**src/hw/csi_pkg.sv**
```systemverilog
// Purpose: Shared constants of the charger supervisor and interrupt block
// Assumes: 32-bit classic Wishbone register bus, byte addresses
// Notes:   Every offset and field position lives here, with the mask, control and current reset values
package csi_pkg;

    // --------------------
    // Register byte offsets
    // --------------------
    localparam logic [7:0] ADDR_SRC = 8'h00;
    localparam logic [7:0] ADDR_TOP = 8'h04;
    localparam logic [7:0] ADDR_CHG = 8'h08;
    localparam logic [7:0] ADDR_FG = 8'h0c;
    localparam logic [7:0] ADDR_MASK = 8'h10;
    localparam logic [7:0] ADDR_CTRL = 8'h14;
    localparam logic [7:0] ADDR_CURR = 8'h18;
    localparam logic [7:0] ADDR_FGTH = 8'h1c;
    localparam logic [7:0] ADDR_STAT = 8'h20;

    // --------------------
    // Interrupt source register bits
    // --------------------
    localparam int SRC_CHG = 0;
    localparam int SRC_TOP = 1;
    localparam int SRC_FG = 2;

    // --------------------
    // Block interrupt layout and mask layout
    // --------------------
    localparam int TOP_W = 4;
    localparam int CHG_W = 2;
    localparam int FG_W = 2;
    localparam int MASK_W = TOP_W + CHG_W + FG_W;
    localparam int MASK_TOP_LSB = 0;
    localparam int MASK_CHG_LSB = 4;
    localparam int MASK_FG_LSB = 6;
    localparam logic [7:0] MASK_RST = 8'h00;

    // ------------------------------------------------------------
    // Control register bits and reset value
    // ------------------------------------------------------------
    localparam int CTRL_WIRED_SEL = 0;
    localparam int CTRL_WLESS_SEL = 1;
    localparam int CTRL_LDO_TWO_EN = 2;
    localparam int CTRL_LDO_ONE_EN = 3;
    localparam int CTRL_W = 4;
    localparam logic [3:0] CTRL_RST = 4'hb;

    // ------------------------------------------------------------
    // Current setting fields: position, width, top code, reset code
    // ------------------------------------------------------------
    localparam int FAST_LSB = 0;
    localparam int FAST_W = 6;
    localparam logic [5:0] FAST_MAX = 6'h3c;   // 3.0A at 50mA a step
    localparam logic [5:0] FAST_RST = 6'h00;
    localparam int WIRED_LSB = 8;
    localparam int WIRED_W = 7;
    localparam logic [6:0] WIRED_MAX = 7'h75;  // 100mA + 117 x 33.3mA
    localparam logic [6:0] WIRED_RST = 7'h0c;  // 500mA
    localparam int WLESS_LSB = 16;
    localparam int WLESS_W = 6;
    localparam logic [5:0] WLESS_MAX = 6'h3c;  // 60mA + 60 x 20mA
    localparam logic [5:0] WLESS_RST = 6'h16;  // 500mA

    // ------------------------------------------------------------
    // Status register bits
    // ------------------------------------------------------------
    localparam int STAT_BATT = 0;
    localparam int STAT_WIRED = 1;
    localparam int STAT_WLESS = 2;
    localparam int STAT_UVLO = 3;
    localparam int STAT_OVLO = 4;
    localparam int STAT_SWITCH = 5;
    localparam int STAT_PULLUP = 6;
    localparam int STAT_IRQ = 7;

endpackage

```
**src/hw/csi_change_detect.sv**
```systemverilog
// Purpose: One-cycle pulse on any change of each input bit
// Assumes: Inputs synchronous to clk
// Notes:   First cycle after reset compares against a zero history
`timescale 1ns/1ns
module csi_change_detect #(
    parameter int WIDTH = 6
) (
    // Clock and reset
    input wire logic clk,
    input wire logic rst_n,
    // Levels in, change pulses out
    input wire logic [WIDTH-1:0] levelIn,
    output logic [WIDTH-1:0] changePulse
);

    logic [WIDTH-1:0] prev_q;
    logic [WIDTH-1:0] prev_d;

    // Next history value
    always_comb
    begin
        prev_d = levelIn;
    end

    // History register
    always_ff @(posedge clk or negedge rst_n)
    begin
        if (!rst_n)
            prev_q <= '0;
        else
            prev_q <= prev_d;
    end

    // Either edge marks a change
    assign changePulse = levelIn ^ prev_q;

endmodule // csi_change_detect

```
**src/hw/csi_supervisor.sv**
```systemverilog
// Purpose: Interrupt gathering and supervisory control of a charger companion
// Assumes: Comparator results arrive as synchronous digital levels
// Notes:   Summary of operation follows; open-drain pins drive when enable low
//
// Summary of operation
// - Pull interrupt pin low on unmasked pending
// - Source reads 0x02 for top block
// - Release pin when last pending read starts
// - Gauge interrupts clear on threshold write only
// - Mask bit blocks its interrupt from pin
// - Source shows masked interrupts too
// - Undervolt with valid input resets registers
// - Between dead level and lockout: switch closed
// - Valid input below dead level: 50mA pullup
// - No input below dead level: switch open
// - Overvolt lockout resets charger registers
// - Low detect means battery, enables charging
// - First LDO on after detection, wired valid, its enable
// - Second LDO also needs its enable
// - Input-valid flag low on valid input
// - Wireless-valid flag low on wireless valid
// - Wireless select bit gates wireless input
// - Wired select bit gates wired input
// - Fast charge code 0 to 3.0A
// - Wired limit 100mA to 4.0A, 500mA reset
// - Wireless limit 60mA to 1.26A, 500mA
`timescale 1ns/1ns
module csi_supervisor #(
    parameter int ADDR_W = 8,
    parameter int FGTH_W = 16
) (
    // Clock and reset
    input wire logic clk,
    input wire logic rst_n,
    // Wishbone slave
    input wire logic wb_cyc_i,
    input wire logic wb_stb_i,
    input wire logic wb_we_i,
    input wire logic [ADDR_W-1:0] wb_adr_i,
    input wire logic [31:0] wb_dat_i,
    input wire logic [3:0] wb_sel_i,
    output logic [31:0] wb_dat_o,
    output logic wb_ack_o,
    // Analog comparator results
    input wire logic sysBelowUvlo,
    input wire logic sysBelowDeadBat,
    input wire logic sysAboveOvlo,
    input wire logic sysValid,
    input wire logic wiredValid,
    input wire logic wirelessValid,
    input wire logic batteryDetectN,
    input wire logic chargerDetectDone,
    // Fuel gauge threshold events
    input wire logic [1:0] fuelGaugeAlert,
    // Open-drain flags, driven low while enable is low
    output logic irqOutN,
    output logic irqOutOeN,
    output logic inputValidN,
    output logic inputValidOeN,
    output logic wirelessValidN,
    output logic wirelessValidOeN,
    // Power path controls
    output logic batterySwitchClosed,
    output logic sysPullupEn,
    output logic chargeEn,
    output logic wiredInputEn,
    output logic wirelessInputEn,
    output logic protectedLdoOneEn,
    output logic protectedLdoTwoEn,
    // Current setting codes
    output logic [5:0] fastChargeCode,
    output logic [6:0] wiredLimitCode,
    output logic [5:0] wirelessLimitCode,
    // Gauge threshold value
    output logic [FGTH_W-1:0] fuelGaugeThreshold
);

    // --------------------
    // Elaboration checks
    // --------------------
    if (ADDR_W < 6 || ADDR_W > 8)
        $error("ADDR_W must be 6 to 8");
    if (FGTH_W < 1 || FGTH_W > 32)
        $error("FGTH_W must be 1 to 32");

    // --------------------
    // Helper functions
    // --------------------

    // Merge write data into a word under byte enables
    function automatic logic [31:0] laneMerge(input logic [31:0] oldWord,
                                              input logic [31:0] newWord,
                                              input logic [3:0] sel);
        logic [31:0] merged;
        merged = oldWord;
        for (int i = 0; i < 4; i++)
        begin
            if (sel[i])
                merged[i*8 +: 8] = newWord[i*8 +: 8];
        end
        return merged;
    endfunction

    // Limit a written code to the top of its range
    function automatic logic [7:0] clampCode(input logic [7:0] code,
                                             input logic [7:0] maxCode);
        return (code > maxCode) ? maxCode : code;
    endfunction

    // --------------------
    // State declarations
    // --------------------
    logic ack_q, ack_d;
    logic [31:0] rdata_q, rdata_d;
    logic [csi_pkg::TOP_W-1:0] top_q, top_d;
    logic [csi_pkg::CHG_W-1:0] chg_q, chg_d;
    logic [csi_pkg::FG_W-1:0] fg_q, fg_d;
    logic [csi_pkg::MASK_W-1:0] mask_q, mask_d;
    logic [csi_pkg::CTRL_W-1:0] ctrl_q, ctrl_d;
    logic [5:0] fast_q, fast_d;
    logic [6:0] wired_q, wired_d;
    logic [5:0] wless_q, wless_d;
    logic [FGTH_W-1:0] fgth_q, fgth_d;
    logic irqOe_q, irqOe_d;
    logic inOkOe_q, inOkOe_d;
    logic wcOkOe_q, wcOkOe_d;
    logic switch_q, switch_d;
    logic pullup_q, pullup_d;
    logic chgEn_q, chgEn_d;
    logic ldoOne_q, ldoOne_d;
    logic ldoTwo_q, ldoTwo_d;

    // Combinational helpers
    logic reqStart, rdStart, wrStart;
    logic [7:0] addr;
    logic [31:0] wmerged;
    logic battPresent, wiredOk, wirelessOk, inputOk;
    logic wiredSysOk, wlessSysOk, eitherSysOk;
    logic lockoutReset;
    logic [5:0] statLevels, statChange;
    logic [csi_pkg::TOP_W-1:0] topEvent;
    logic [csi_pkg::CHG_W-1:0] chgEvent;
    logic [2:0] srcWord;
    logic [7:0] statWord;

    // --------------------
    // Bus decode
    // --------------------

    // A request starts in the cycle before its ack
    assign reqStart = wb_cyc_i && wb_stb_i && !ack_q;
    assign rdStart = reqStart && !wb_we_i;
    assign wrStart = reqStart && wb_we_i;
    assign addr = 8'(wb_adr_i);

    // --------------------
    // Input qualification
    // --------------------

    // Battery present on a low detect level
    assign battPresent = !batteryDetectN;
    assign wiredOk = wiredValid && ctrl_q[csi_pkg::CTRL_WIRED_SEL];
    assign wirelessOk = wirelessValid && ctrl_q[csi_pkg::CTRL_WLESS_SEL];
    assign inputOk = wiredOk || wirelessOk;
    assign wiredSysOk = wiredValid && sysValid;
    assign wlessSysOk = wirelessValid && sysValid;
    assign eitherSysOk = wiredSysOk || wlessSysOk;

    // Undervolt with a valid input, or any overvolt, clears settings
    assign lockoutReset = (inputOk && sysBelowUvlo) || sysAboveOvlo;

    // --------------------
    // Event detection
    // --------------------

    // Levels watched for status changes
    assign statLevels = {wlessSysOk, wiredSysOk, eitherSysOk, battPresent,
                         sysAboveOvlo, sysBelowUvlo};

    csi_change_detect #(
        .WIDTH(6)
    ) u_change (
        .clk(clk),
        .rst_n(rst_n),
        .levelIn(statLevels),
        .changePulse(statChange)
    );

    // Split change pulses between the two register blocks
    assign topEvent = statChange[3:0];
    assign chgEvent = statChange[5:4];

    // --------------------
    // Interrupt state
    // --------------------

    // Sticky bits; a set in the clearing cycle wins
    always_comb
    begin
        top_d = top_q;
        chg_d = chg_q;
        fg_d = fg_q;
        if (rdStart && addr == csi_pkg::ADDR_TOP)
            top_d = '0;
        if (rdStart && addr == csi_pkg::ADDR_CHG)
            chg_d = '0;
        if (wrStart && addr == csi_pkg::ADDR_FGTH)
            fg_d = '0;
        top_d = top_d | topEvent;
        chg_d = chg_d | chgEvent;
        fg_d = fg_d | fuelGaugeAlert;
    end

    // Pin drives on any unmasked pending bit, from next-state values
    always_comb
    begin
        irqOe_d = |(top_d & ~mask_q[csi_pkg::MASK_TOP_LSB +: csi_pkg::TOP_W])
            || |(chg_d & ~mask_q[csi_pkg::MASK_CHG_LSB +: csi_pkg::CHG_W])
            || |(fg_d & ~mask_q[csi_pkg::MASK_FG_LSB +: csi_pkg::FG_W]);
    end

    // Interrupt registers
    always_ff @(posedge clk or negedge rst_n)
    begin
        if (!rst_n)
        begin
            top_q <= '0;
            chg_q <= '0;
            fg_q <= '0;
            irqOe_q <= 1'b0;
        end
        else
        begin
            top_q <= top_d;
            chg_q <= chg_d;
            fg_q <= fg_d;
            irqOe_q <= irqOe_d;
        end
    end

    // --------------------
    // Software settings
    // --------------------

    assign wmerged = laneMerge(32'h0000_0000, wb_dat_i, wb_sel_i);

    // Writes, then lockout reset of the charger settings
    always_comb
    begin
        mask_d = mask_q;
        ctrl_d = ctrl_q;
        fast_d = fast_q;
        wired_d = wired_q;
        wless_d = wless_q;
        fgth_d = fgth_q;
        if (wrStart)
        begin
            unique case (addr)
                csi_pkg::ADDR_MASK:
                    mask_d = 8'(laneMerge({24'h00_0000, mask_q}, wb_dat_i, wb_sel_i));
                csi_pkg::ADDR_CTRL:
                    ctrl_d = 4'(laneMerge({28'h000_0000, ctrl_q}, wb_dat_i, wb_sel_i));
                csi_pkg::ADDR_CURR:
                begin
                    if (wb_sel_i[0])
                        fast_d = 6'(clampCode({2'h0, wmerged[csi_pkg::FAST_LSB +:
                            csi_pkg::FAST_W]}, {2'h0, csi_pkg::FAST_MAX}));
                    if (wb_sel_i[1])
                        wired_d = 7'(clampCode({1'h0, wmerged[csi_pkg::WIRED_LSB +:
                            csi_pkg::WIRED_W]}, {1'h0, csi_pkg::WIRED_MAX}));
                    if (wb_sel_i[2])
                        wless_d = 6'(clampCode({2'h0, wmerged[csi_pkg::WLESS_LSB +:
                            csi_pkg::WLESS_W]}, {2'h0, csi_pkg::WLESS_MAX}));
                end
                csi_pkg::ADDR_FGTH:
                    fgth_d = FGTH_W'(laneMerge(32'(fgth_q), wb_dat_i, wb_sel_i));
                default:
                    ;
            endcase
        end
        if (lockoutReset)
        begin
            ctrl_d = csi_pkg::CTRL_RST;
            fast_d = csi_pkg::FAST_RST;
            wired_d = csi_pkg::WIRED_RST;
            wless_d = csi_pkg::WLESS_RST;
            fgth_d = '0;
        end
    end

    // Setting registers
    always_ff @(posedge clk or negedge rst_n)
    begin
        if (!rst_n)
        begin
            mask_q <= csi_pkg::MASK_RST;
            ctrl_q <= csi_pkg::CTRL_RST;
            fast_q <= csi_pkg::FAST_RST;
            wired_q <= csi_pkg::WIRED_RST;
            wless_q <= csi_pkg::WLESS_RST;
            fgth_q <= '0;
        end
        else
        begin
            mask_q <= mask_d;
            ctrl_q <= ctrl_d;
            fast_q <= fast_d;
            wired_q <= wired_d;
            wless_q <= wless_d;
            fgth_q <= fgth_d;
        end
    end

    // --------------------
    // Power path and flag outputs
    // --------------------

    // Switch, pullup, charge enable, LDOs and flag enables
    always_comb
    begin
        switch_d = 1'b1;
        pullup_d = 1'b0;
        if (sysBelowDeadBat)
        begin
            switch_d = 1'b0;
            pullup_d = inputOk;
        end
        chgEn_d = battPresent && inputOk && !lockoutReset;
        ldoOne_d = chargerDetectDone && wiredOk
            && ctrl_q[csi_pkg::CTRL_LDO_ONE_EN];
        ldoTwo_d = chargerDetectDone && wiredOk
            && ctrl_q[csi_pkg::CTRL_LDO_TWO_EN];
        inOkOe_d = !eitherSysOk;
        wcOkOe_d = !wlessSysOk;
    end

    // Power path registers
    always_ff @(posedge clk or negedge rst_n)
    begin
        if (!rst_n)
        begin
            switch_q <= 1'b1;
            pullup_q <= 1'b0;
            chgEn_q <= 1'b0;
            ldoOne_q <= 1'b0;
            ldoTwo_q <= 1'b0;
            inOkOe_q <= 1'b1;
            wcOkOe_q <= 1'b1;
        end
        else
        begin
            switch_q <= switch_d;
            pullup_q <= pullup_d;
            chgEn_q <= chgEn_d;
            ldoOne_q <= ldoOne_d;
            ldoTwo_q <= ldoTwo_d;
            inOkOe_q <= inOkOe_d;
            wcOkOe_q <= wcOkOe_d;
        end
    end

    // --------------------
    // Read path
    // --------------------

    // Source shows every pending block, masked or not
    assign srcWord = {|fg_q, |top_q, |chg_q};

    // Live status word
    always_comb
    begin
        statWord = '0;
        statWord[csi_pkg::STAT_BATT] = battPresent;
        statWord[csi_pkg::STAT_WIRED] = wiredOk;
        statWord[csi_pkg::STAT_WLESS] = wirelessOk;
        statWord[csi_pkg::STAT_UVLO] = sysBelowUvlo;
        statWord[csi_pkg::STAT_OVLO] = sysAboveOvlo;
        statWord[csi_pkg::STAT_SWITCH] = switch_q;
        statWord[csi_pkg::STAT_PULLUP] = pullup_q;
        statWord[csi_pkg::STAT_IRQ] = irqOe_q;
    end

    // Read mux and single-wait-state ack
    always_comb
    begin
        ack_d = reqStart;
        rdata_d = rdata_q;
        if (rdStart)
        begin
            unique case (addr)
                csi_pkg::ADDR_SRC: rdata_d = 32'(srcWord);
                csi_pkg::ADDR_TOP: rdata_d = 32'(top_q);
                csi_pkg::ADDR_CHG: rdata_d = 32'(chg_q);
                csi_pkg::ADDR_FG: rdata_d = 32'(fg_q);
                csi_pkg::ADDR_MASK: rdata_d = 32'(mask_q);
                csi_pkg::ADDR_CTRL: rdata_d = 32'(ctrl_q);
                csi_pkg::ADDR_CURR: rdata_d = {10'h000, wless_q, 1'b0, wired_q,
                                               2'h0, fast_q};
                csi_pkg::ADDR_FGTH: rdata_d = 32'(fgth_q);
                csi_pkg::ADDR_STAT: rdata_d = 32'(statWord);
                default: rdata_d = 32'h0000_0000;
            endcase
        end
    end

    // Bus registers
    always_ff @(posedge clk or negedge rst_n)
    begin
        if (!rst_n)
        begin
            ack_q <= 1'b0;
            rdata_q <= 32'h0000_0000;
        end
        else
        begin
            ack_q <= ack_d;
            rdata_q <= rdata_d;
        end
    end

    // --------------------
    // Output mapping, all from flip-flops except the tied-low pin values
    // --------------------
    assign wb_ack_o = ack_q;
    assign wb_dat_o = rdata_q;
    assign irqOutN = 1'b0;
    assign irqOutOeN = !irqOe_q;
    assign inputValidN = 1'b0;
    assign inputValidOeN = inOkOe_q;
    assign wirelessValidN = 1'b0;
    assign wirelessValidOeN = wcOkOe_q;
    assign batterySwitchClosed = switch_q;
    assign sysPullupEn = pullup_q;
    assign chargeEn = chgEn_q;
    assign wiredInputEn = ctrl_q[csi_pkg::CTRL_WIRED_SEL];
    assign wirelessInputEn = ctrl_q[csi_pkg::CTRL_WLESS_SEL];
    assign protectedLdoOneEn = ldoOne_q;
    assign protectedLdoTwoEn = ldoTwo_q;
    assign fastChargeCode = fast_q;
    assign wiredLimitCode = wired_q;
    assign wirelessLimitCode = wless_q;
    assign fuelGaugeThreshold = fgth_q;

endmodule // csi_supervisor

```
**config.mk**
```make
export PLATFORM = sky130hd
export DESIGN_NAME = csi_supervisor
export DESIGN_NICKNAME = d
export VERILOG_FILES = /design/src/hw/csi_pkg.sv /design/src/hw/csi_change_detect.sv /design/src/hw/csi_supervisor.sv
export SDC_FILE = /design/constraint.sdc
export NUM_CORES = 1
export LEC_CHECK = 0
export ABC_AREA = 0
export BUFFER_PORTS_ARGS = -buffer_cell sky130_fd_sc_hd__buf_2
export CORE_ASPECT_RATIO = 0.9
export CORE_MARGIN = 5
export CORE_UTILIZATION = 40
export CTS_CLUSTER_SIZE = 25
export DETAILED_ROUTE_END_ITERATION = 16
export PLACE_DENSITY = 0.65
export SLEW_MARGIN = 0
export SYNTH_ARGS = -nofsm -noshare
export SYNTH_HDL_FRONTEND = slang
export SYNTH_SLANG_ARGS = --single-unit
export TNS_END_PERCENT = 50
```
**constraint.sdc**
```tcl
create_clock -name clk -period 2.42 [get_ports clk]
set_input_delay 0 -clock clk [delete_from_list [all_inputs] [get_ports clk]]
set_output_delay 0 -clock clk [all_outputs]
set_load 0.05 [all_outputs]
```
==> metrics.txt, run 1 <==
status=finished, final reports clean; DR WL/cell=18.7 um; GRT overflow=0; Setup Buffers After CTS=0; register area=2320 sq um; CP delay by family, top=simple AND/OR/NAND/NOR gates; antenna violations before repair=0; WL final=13100 um; global-route wire length before repair=20400 um; top-count cell post-synth=dfrtp_1; Worst Setup End Kind=flop; Power Density=610 nW/um^2; Clock Skew=4.80 ps; antenna viol nets, final=0; max incr delay on CP=480 ps; vias in the first global route=3760; drt pass-1 iters=6; Worst Hold Launch=wb_sel_i[2]; H-tree depth=3; CTS sink cnt=92; Synth area leader=dfrtp_1; Worst Hold Path EP=wirelessLimitCode[1]; cts-stage hold buffer count=35; fin area=5760 sq um; Peak Freq=516 MHz; Tmin final=1940 ps; # diodes=0; Synth cell types=56; Row Count=36; CTS resizes=0; Initial Util=0.406; Ports=140; root buffer selected by CTS=clkbuf_16; crit start category=flop; Syn. warnings=0; worst min path class=in -> reg; CP Buf/Inv Count=0; reg-to-reg critical path startpoint=wb_ack_o; setup TNS=0 ps; CP Max Fanout=13; Buffers on Ports=115; Filler Cell Count=993; Critical Path AT=2160 ps; final setup vio count=0; TritonCTS clock tree=built; cell depth of the worst setup path=4; gpl congestion=0.908; worst path required time=2640 ps; Residual DRC=0; max-slew violation count=0; unrepaired setup endpoints after global routing=no; GRT Overall Usage=0.201; via count=3804; synthesized area=4370 sq um; Synth Instances=411; synth top area cells=dfrtp_1, dfstp_2, mux2i_1; DIE AREA=13100 sq um; Reg2Reg Setup Slack=480 ps; dpl cell area=5060 sq um; Clock Path Buffers=2; Final nets=622; final core occ=0.535; Slew HR=0.465; die width=120 um; core area=10800 sq um; Slew @ Worst Pin=800 ps; period utilization=0.801; type of the worst setup path=reg -> reg; number of synthesized flops with an enable pin=0; worst reg2reg endpoint=mask_q[5]; post-synthesis sequential area ratio=0.530; layout cells sized above 1=0.317; VDD IR-drop max=0.320 mV; share of the synthesized area in the top cell type=0.464; half-perimeter wire length after placement=9530 um; synthesized flop and latch total=92; Synth top cells by count=dfrtp_1, nand2_1, nor2_1; r2r worst-path depth=4; largest net degree at the start of global routing=52; final hold violations=0; worst skew pair latency=330 ps; area of the multi-input gates=1850 sq um; Layout area overhead=31.8%; DR vias/cell=5.43; number of CTS-inserted buffers=9; crit-path cells=and4b_1 -> and2_1 -> nand2_2 -> mux2_2; hold-critical path depth=3; Worst path slowest cell=and2_1; Max-cap violations=0; Min Hold Slack=22.6 ps; drt initial violations=229; Async SR Flop Fraction=1.00; Most used DFF post-synth=dfrtp_1; total leakage power=0.00284 uW; Die Ht=109 um; post-synthesis average cell area=10.6 sq um; clock slew at reported path FFs=60 ps
==> power by group <==
group	internal [uW]	leakage, uW	total, uW	switching, uW
Sequential	1550	0.00119	1560	7.37
Clock	1040	0.000170	1630	588
Combinational	110	0.00148	323	213
==> final cells by class <==
cell class                 instances  area share
clock buffer                      11      0.0421
clock inverter                     5      0.0187
inverter                          12     0.00782
multi-input combinational        286       0.321
sequential                        92       0.402
tap                              133      0.0289
timing repair buffer             162       0.179
==> worst register-to-register path: cells and delay by family, from the launching register on <==
family        cells  cell delay, ps
flops             1             400
simple gates      3            1080
mux               1             330
==> registers in the layout (all words and copies together), names as in the netlist, 2 cells and up <==
register            count
fastChargeCode          6
wb_dat_o               22
mask_q                  8
wiredLimitCode          7
chg_q                   2
u_change.prev_q         6
ctrl_q                  4
wirelessLimitCode       6
fg_q                    2
fuelGaugeThreshold     16
top_q                   4
==> kinds of logic after synthesis <==
group,after synthesis,synth area share
other cells,1,0.000858
simple gates,144,0.183
xor+xnor,6,0.0120
buf+inv,45,0.0564
mux,30,0.0713
compound gates,93,0.146
flops,92,0.530
==> how the worst max path moves through the flow <==
stage | start | end | slack (ps)
floorplan | wb_ack_o | mask_q[0] | 450
global route | wb_ack_o | irqOe_q | 350
finish | wb_ack_o | mask_q[5] | 480
CTS | wb_ack_o | irqOe_q | 490
global placement | wb_adr_i[3] | fuelGaugeThreshold[12] | 430
detailed placement | wb_adr_i[3] | fuelGaugeThreshold[15] | 430
==> cell usage in the layout, fill, tap and decap left out, types with 3 or more instances in the layout <==
cell,n
nand3b_1,3
nand3_1,23
bufinv_16,3
dfrtp_1,81
a222oi_1,3
a31oi_1,5
xor2_1,4
a22o_1,9
a22oi_1,12
o21ai_0,17
clkbuf_16,9
and2_1,5
buf_2,114
buf_4,12
mux2i_1,21
nor3_1,8
a21oi_1,24
nand4_1,3
dfstp_2,11
dlygate4sd3_1,35
mux2_2,9
conb_1,13
nand2_1,49
and3_1,4
nor2_1,25
inv_1,12
a21o_1,10
==> metal layers <==
| metal | up-vias | part of all wire | GRT usage |
|---|---|---|---|
| met5 | - | 0 | 0 |
| met4 | 0 | 0.012 | 0.0654 |
| met3 | 11 | 0.071 | 0.0420 |
| met2 | 150 | 0.49 | 0.322 |
| met1 | 1891 | 0.43 | 0.274 |
| li1 | 1752 | - | - |
==> per-stage QoR <==
stage          setup WS, ps  std cells  power (uW)
3_5_place_dp            429        650        1870
5_1_grt                 346        701        3630
2_1_floorplan           451        423        1740
6_report                482        701        3520
3_3_place_gp            429        650        1860
4_1_cts                 494        701        3540
No activity file was read; power rests on OpenSTA's default activity.
==> run 2: changes to the inputs <==
--- a/config.mk
+++ b/config.mk
@@ -5,14 +5,14 @@
 export SDC_FILE = /design/constraint.sdc
 export NUM_CORES = 1
 export LEC_CHECK = 0
-export ABC_AREA = 0
+export ABC_AREA = 1
 export BUFFER_PORTS_ARGS = -buffer_cell sky130_fd_sc_hd__buf_2
 export CORE_ASPECT_RATIO = 0.9
 export CORE_MARGIN = 5
 export CORE_UTILIZATION = 40
 export CTS_CLUSTER_SIZE = 25
 export DETAILED_ROUTE_END_ITERATION = 16
-export PLACE_DENSITY = 0.65
+export PLACE_DENSITY = 0.67
 export SLEW_MARGIN = 0
 export SYNTH_ARGS = -nofsm -noshare
 export SYNTH_HDL_FRONTEND = slang
==> constraint.sdc (replaced) <==
create_clock -name clk -period 1.7 [get_ports clk]
set_input_delay 0 -clock clk [delete_from_list [all_inputs] [get_ports clk]]
set_output_delay 0 -clock clk [all_outputs]
set_load 0.05 [all_outputs]
==> run 2 against run 1 <==
Largest cell class unchanged; largest power group is now registers; power increased by 43%; critical endpoint is now fastChargeCode[2]; non-clock buffer count increased by 3; critical path type unchanged; routed wire length increased by 3.9%; highest routed layer unchanged.
==> metrics.txt, run 2 <==
status=finished, final reports clean (unchanged); register area=2320 sq um (unchanged); Async SR Flop Fraction=1.00 (unchanged); VDD IR-drop max=0.405 mV (was 0.320 mV); Filler Cell Count=1028 (was 993); Synth area leader=dfrtp_1 (unchanged); antenna violations before repair=0 (unchanged); Synth Instances=558 (was 411); Row Count=36 (unchanged); Power Density=844 nW/um^2 (was 610 nW/um^2); Sw Ratio=0.267 (was 0.230); DIE AREA=13400 sq um (was 13100 sq um); CP Max Fanout=9 (was 13); final setup vio count=0 (unchanged); unrepaired setup endpoints after global routing=yes (was no); Final nets=782 (was 622); Tmin final=1580 ps (was 1940 ps); core area=10900 sq um (was 10800 sq um); Slew @ Worst Pin=536 ps (was 800 ps); met3 usage=0.0552 (was 0.0420); GRT overflow=0 (unchanged); worst path required time=1960 ps (was 2640 ps); clock share of power=0.401 (was 0.464); max-slew violation count=0 (unchanged); Worst Setup End Kind=flop (unchanged); most used routing layer in global routing=met2 (unchanged); synth top area cells=dfrtp_1, nand2_1, dfstp_2 (was dfrtp_1, dfstp_2, mux2i_1); period utilization=0.927 (was 0.801); Initial Util=0.411 (was 0.406); global-route wire length before repair=21700 um (was 20400 um); clock slew at reported path FFs=60 ps (about the same); Buffers on Ports=115 (unchanged); Synth cell types=36 (was 56); layout cells sized above 1=0.249 (was 0.317); Max-cap violations=0 (unchanged); Syn. warnings=0 (unchanged); setup TNS=0 ps (unchanged); synthesized area=4480 sq um (was 4370 sq um); WL final=13600 um (was 13100 um); largest net degree at the start of global routing=40 (was 52); Clock Path Buffers=2 (unchanged); final hold violations=0 (unchanged); post-synthesis sequential area ratio=0.516 (was 0.530); max incr delay on CP=540 ps (was 480 ps); Most used DFF post-synth=dfrtp_1 (unchanged); Residual DRC=0 (unchanged); total leakage power=0.00323 uW (was 0.00284 uW); Seq pwr share=0.455 (was 0.444); crit start category=flop (unchanged); Synth top cells by count=nand2_1, dfrtp_1, inv_1 (was dfrtp_1, nand2_1, nor2_1); met2 global-route usage=0.300 (was 0.322); DR WL/cell=15.4 um (was 18.7 um); routing usage on met1=0.297 (was 0.274); vias in the first global route=4125 (was 3760); type of the worst setup path=reg -> reg (unchanged); Die Ht=110 um (was 109 um); area of the multi-input gates=1780 sq um (was 1850 sq um); die width=122 um (was 120 um); Layout area overhead=32.9% (was 31.8%); Min Hold Slack=31.5 ps (was 22.6 ps); Comb power frac=0.144 (was 0.092); TritonCTS clock tree=built (unchanged); Setup Buffers After CTS=0 (unchanged); H-tree depth=3 (unchanged); Int Power=3680 uW (was 2710 uW); # diodes=0 (unchanged); drt pass-1 iters=7 (was 6); Critical Path AT=1830 ps (was 2160 ps); Worst path slowest cell=dfstp_2 (was and2_1); post-synthesis average cell area=8.04 sq um (was 10.6 sq um); Sw Pwr=1340 uW (was 808 uW); Slew HR=0.643 (was 0.465); GRT Overall Usage=0.206 (was 0.201); CP most frequent cell=nand2_1; synthesized flop and latch total=92 (unchanged); number of synthesized flops with an enable pin=0 (unchanged); root buffer selected by CTS=clkbuf_16 (unchanged); worst skew pair latency=340 ps (was 330 ps); half-perimeter wire length after placement=10300 um (was 9530 um); crit-path cells=nand2_1 -> nand2_1 -> a21oi_2 -> inv_2 -> nor2_1 -> nor2_2 -> nand3_1 -> o21ai_1 (was and4b_1 -> and2_1 -> nand2_2 -> mux2_2); drt initial violations=224 (was 229); Clock Skew=4.93 ps (was 4.80 ps); via count=4222 (was 3804); worst min path class=in -> reg (unchanged); gpl congestion=0.912 (was 0.908); Ports=140 (unchanged); final core occ=0.547 (was 0.535); number of flip-flops in the largest register=22 (unchanged); leading cell type in the layout, fill and taps excluded=nand2_1 (was buf_2); Peak Freq=635 MHz (was 516 MHz); most frequent cells in the layout=nand2_1, buf_2, dfrtp_1 (was buf_2, dfrtp_1, nand2_1); top-count cell post-synth=nand2_1 (was dfrtp_1); antenna viol nets, final=0 (unchanged); DR vias/cell=4.80 (was 5.43); share of the synthesized area in the top cell type=0.452 (was 0.464); number of CTS-inserted buffers=9 (unchanged); CTS sink cnt=92 (unchanged)
==> run 2: changes by cell type after synthesis, sizes merged, moves of 9 or more <==
cell   previous run  this run
nand2            50       178
inv              12        79
mux2i            21         0
a22oi            12         0
o21ai            17        56
nand3            27        38
o22ai             0        10
a21oi            24         9
nor2             26        51
a21o             11         0
mux2              9         0
==> run 2: through the flow <==
stage,setup slack [ps],instance area (sq um),total power [uW],std cells
global placement,111,5240,2960,826
floorplan,89.9,4530,2740,570
global route,-15.5,5960,5220,880
finish,125,5960,5030,880
CTS,30.6,5910,5030,879
detailed placement,26.0,5240,2970,826
==> run 2: metal layers <==
| layer | vias up | routed length (um) |
|---|---|---|
| met4 | 0 | 265 |
| met1 | 1986 | 6240 |
| met3 | 18 | 1110 |
| met5 | - | 0 |
| met2 | 151 | 5970 |
| li1 | 2067 | - |
==> run 2: worst max-delay path, delay by kind of cell (launching register included) <==
kind                   cells  cell delay (ps)
and+or+nand+nor            5              530
AOI/OAI and AO/OA          2              210
DFF                        1              540
buffers and inverters      1              200
==> run 2: final timing paths <==
check | startpoint | to | slack, ps | depth (start not counted)
setup / recovery | ctrl_q[0] | fastChargeCode[2] | 120 | 8
hold / removal | wb_sel_i[0] | fuelGaugeThreshold[3] | 30 | 3
setup reg to reg | ctrl_q[0] | fastChargeCode[2] | 120 | 8
hold reg to reg | wb_dat_o[14] | wb_dat_o[14] | 470 | 2
max in group asynchronous | rst_n | wirelessLimitCode[4] | 780 | 3
min in group asynchronous | rst_n | chargeEn | 190 | 2
==> run 2: area by class of cell <==
class / instances / area share
multi-input combinational: 375 / 0.299
tap: 152 / 0.0319
timing repair buffer: 165 / 0.178
timing repair inverter: 1 / 0.00126
inverter: 79 / 0.0504
sequential: 92 / 0.389
clock inverter: 2 / 0.00588
clock buffer: 14 / 0.0443
==> run 2: kinds of logic after synthesis <==
logic type,count (synthesis),share of synthesized area
AOI/OAI and AO/OA,82,0.105
other,1,0.000836
buffers and inverters,103,0.104
xor gates and xnor gates,6,0.0117
and+or+nand+nor,274,0.263
DFF,92,0.516
==> run 2: what timing repair did <==
| action | 4_1_cts | 5_1_grt |
|---|---|---|
| hold buffers | 37 | 0 |
| hold endpoints to repair | 83 | 0 |
| resized for setup | 0 | 9 |
| endpoints found under the setup margin | 0 | 24 |
==> run 2: power groups by stage <==
stage / logic, uW / clock network (uW) / registers [uW]
2_1_floorplan: 267 / 0 / 2480
3_3_place_gp: 636 / 0 / 2320
3_5_place_dp: 641 / 0 / 2320
4_1_cts: 711 / 2030 / 2290
5_1_grt: 784 / 2150 / 2290
6_report: 725 / 2020 / 2290
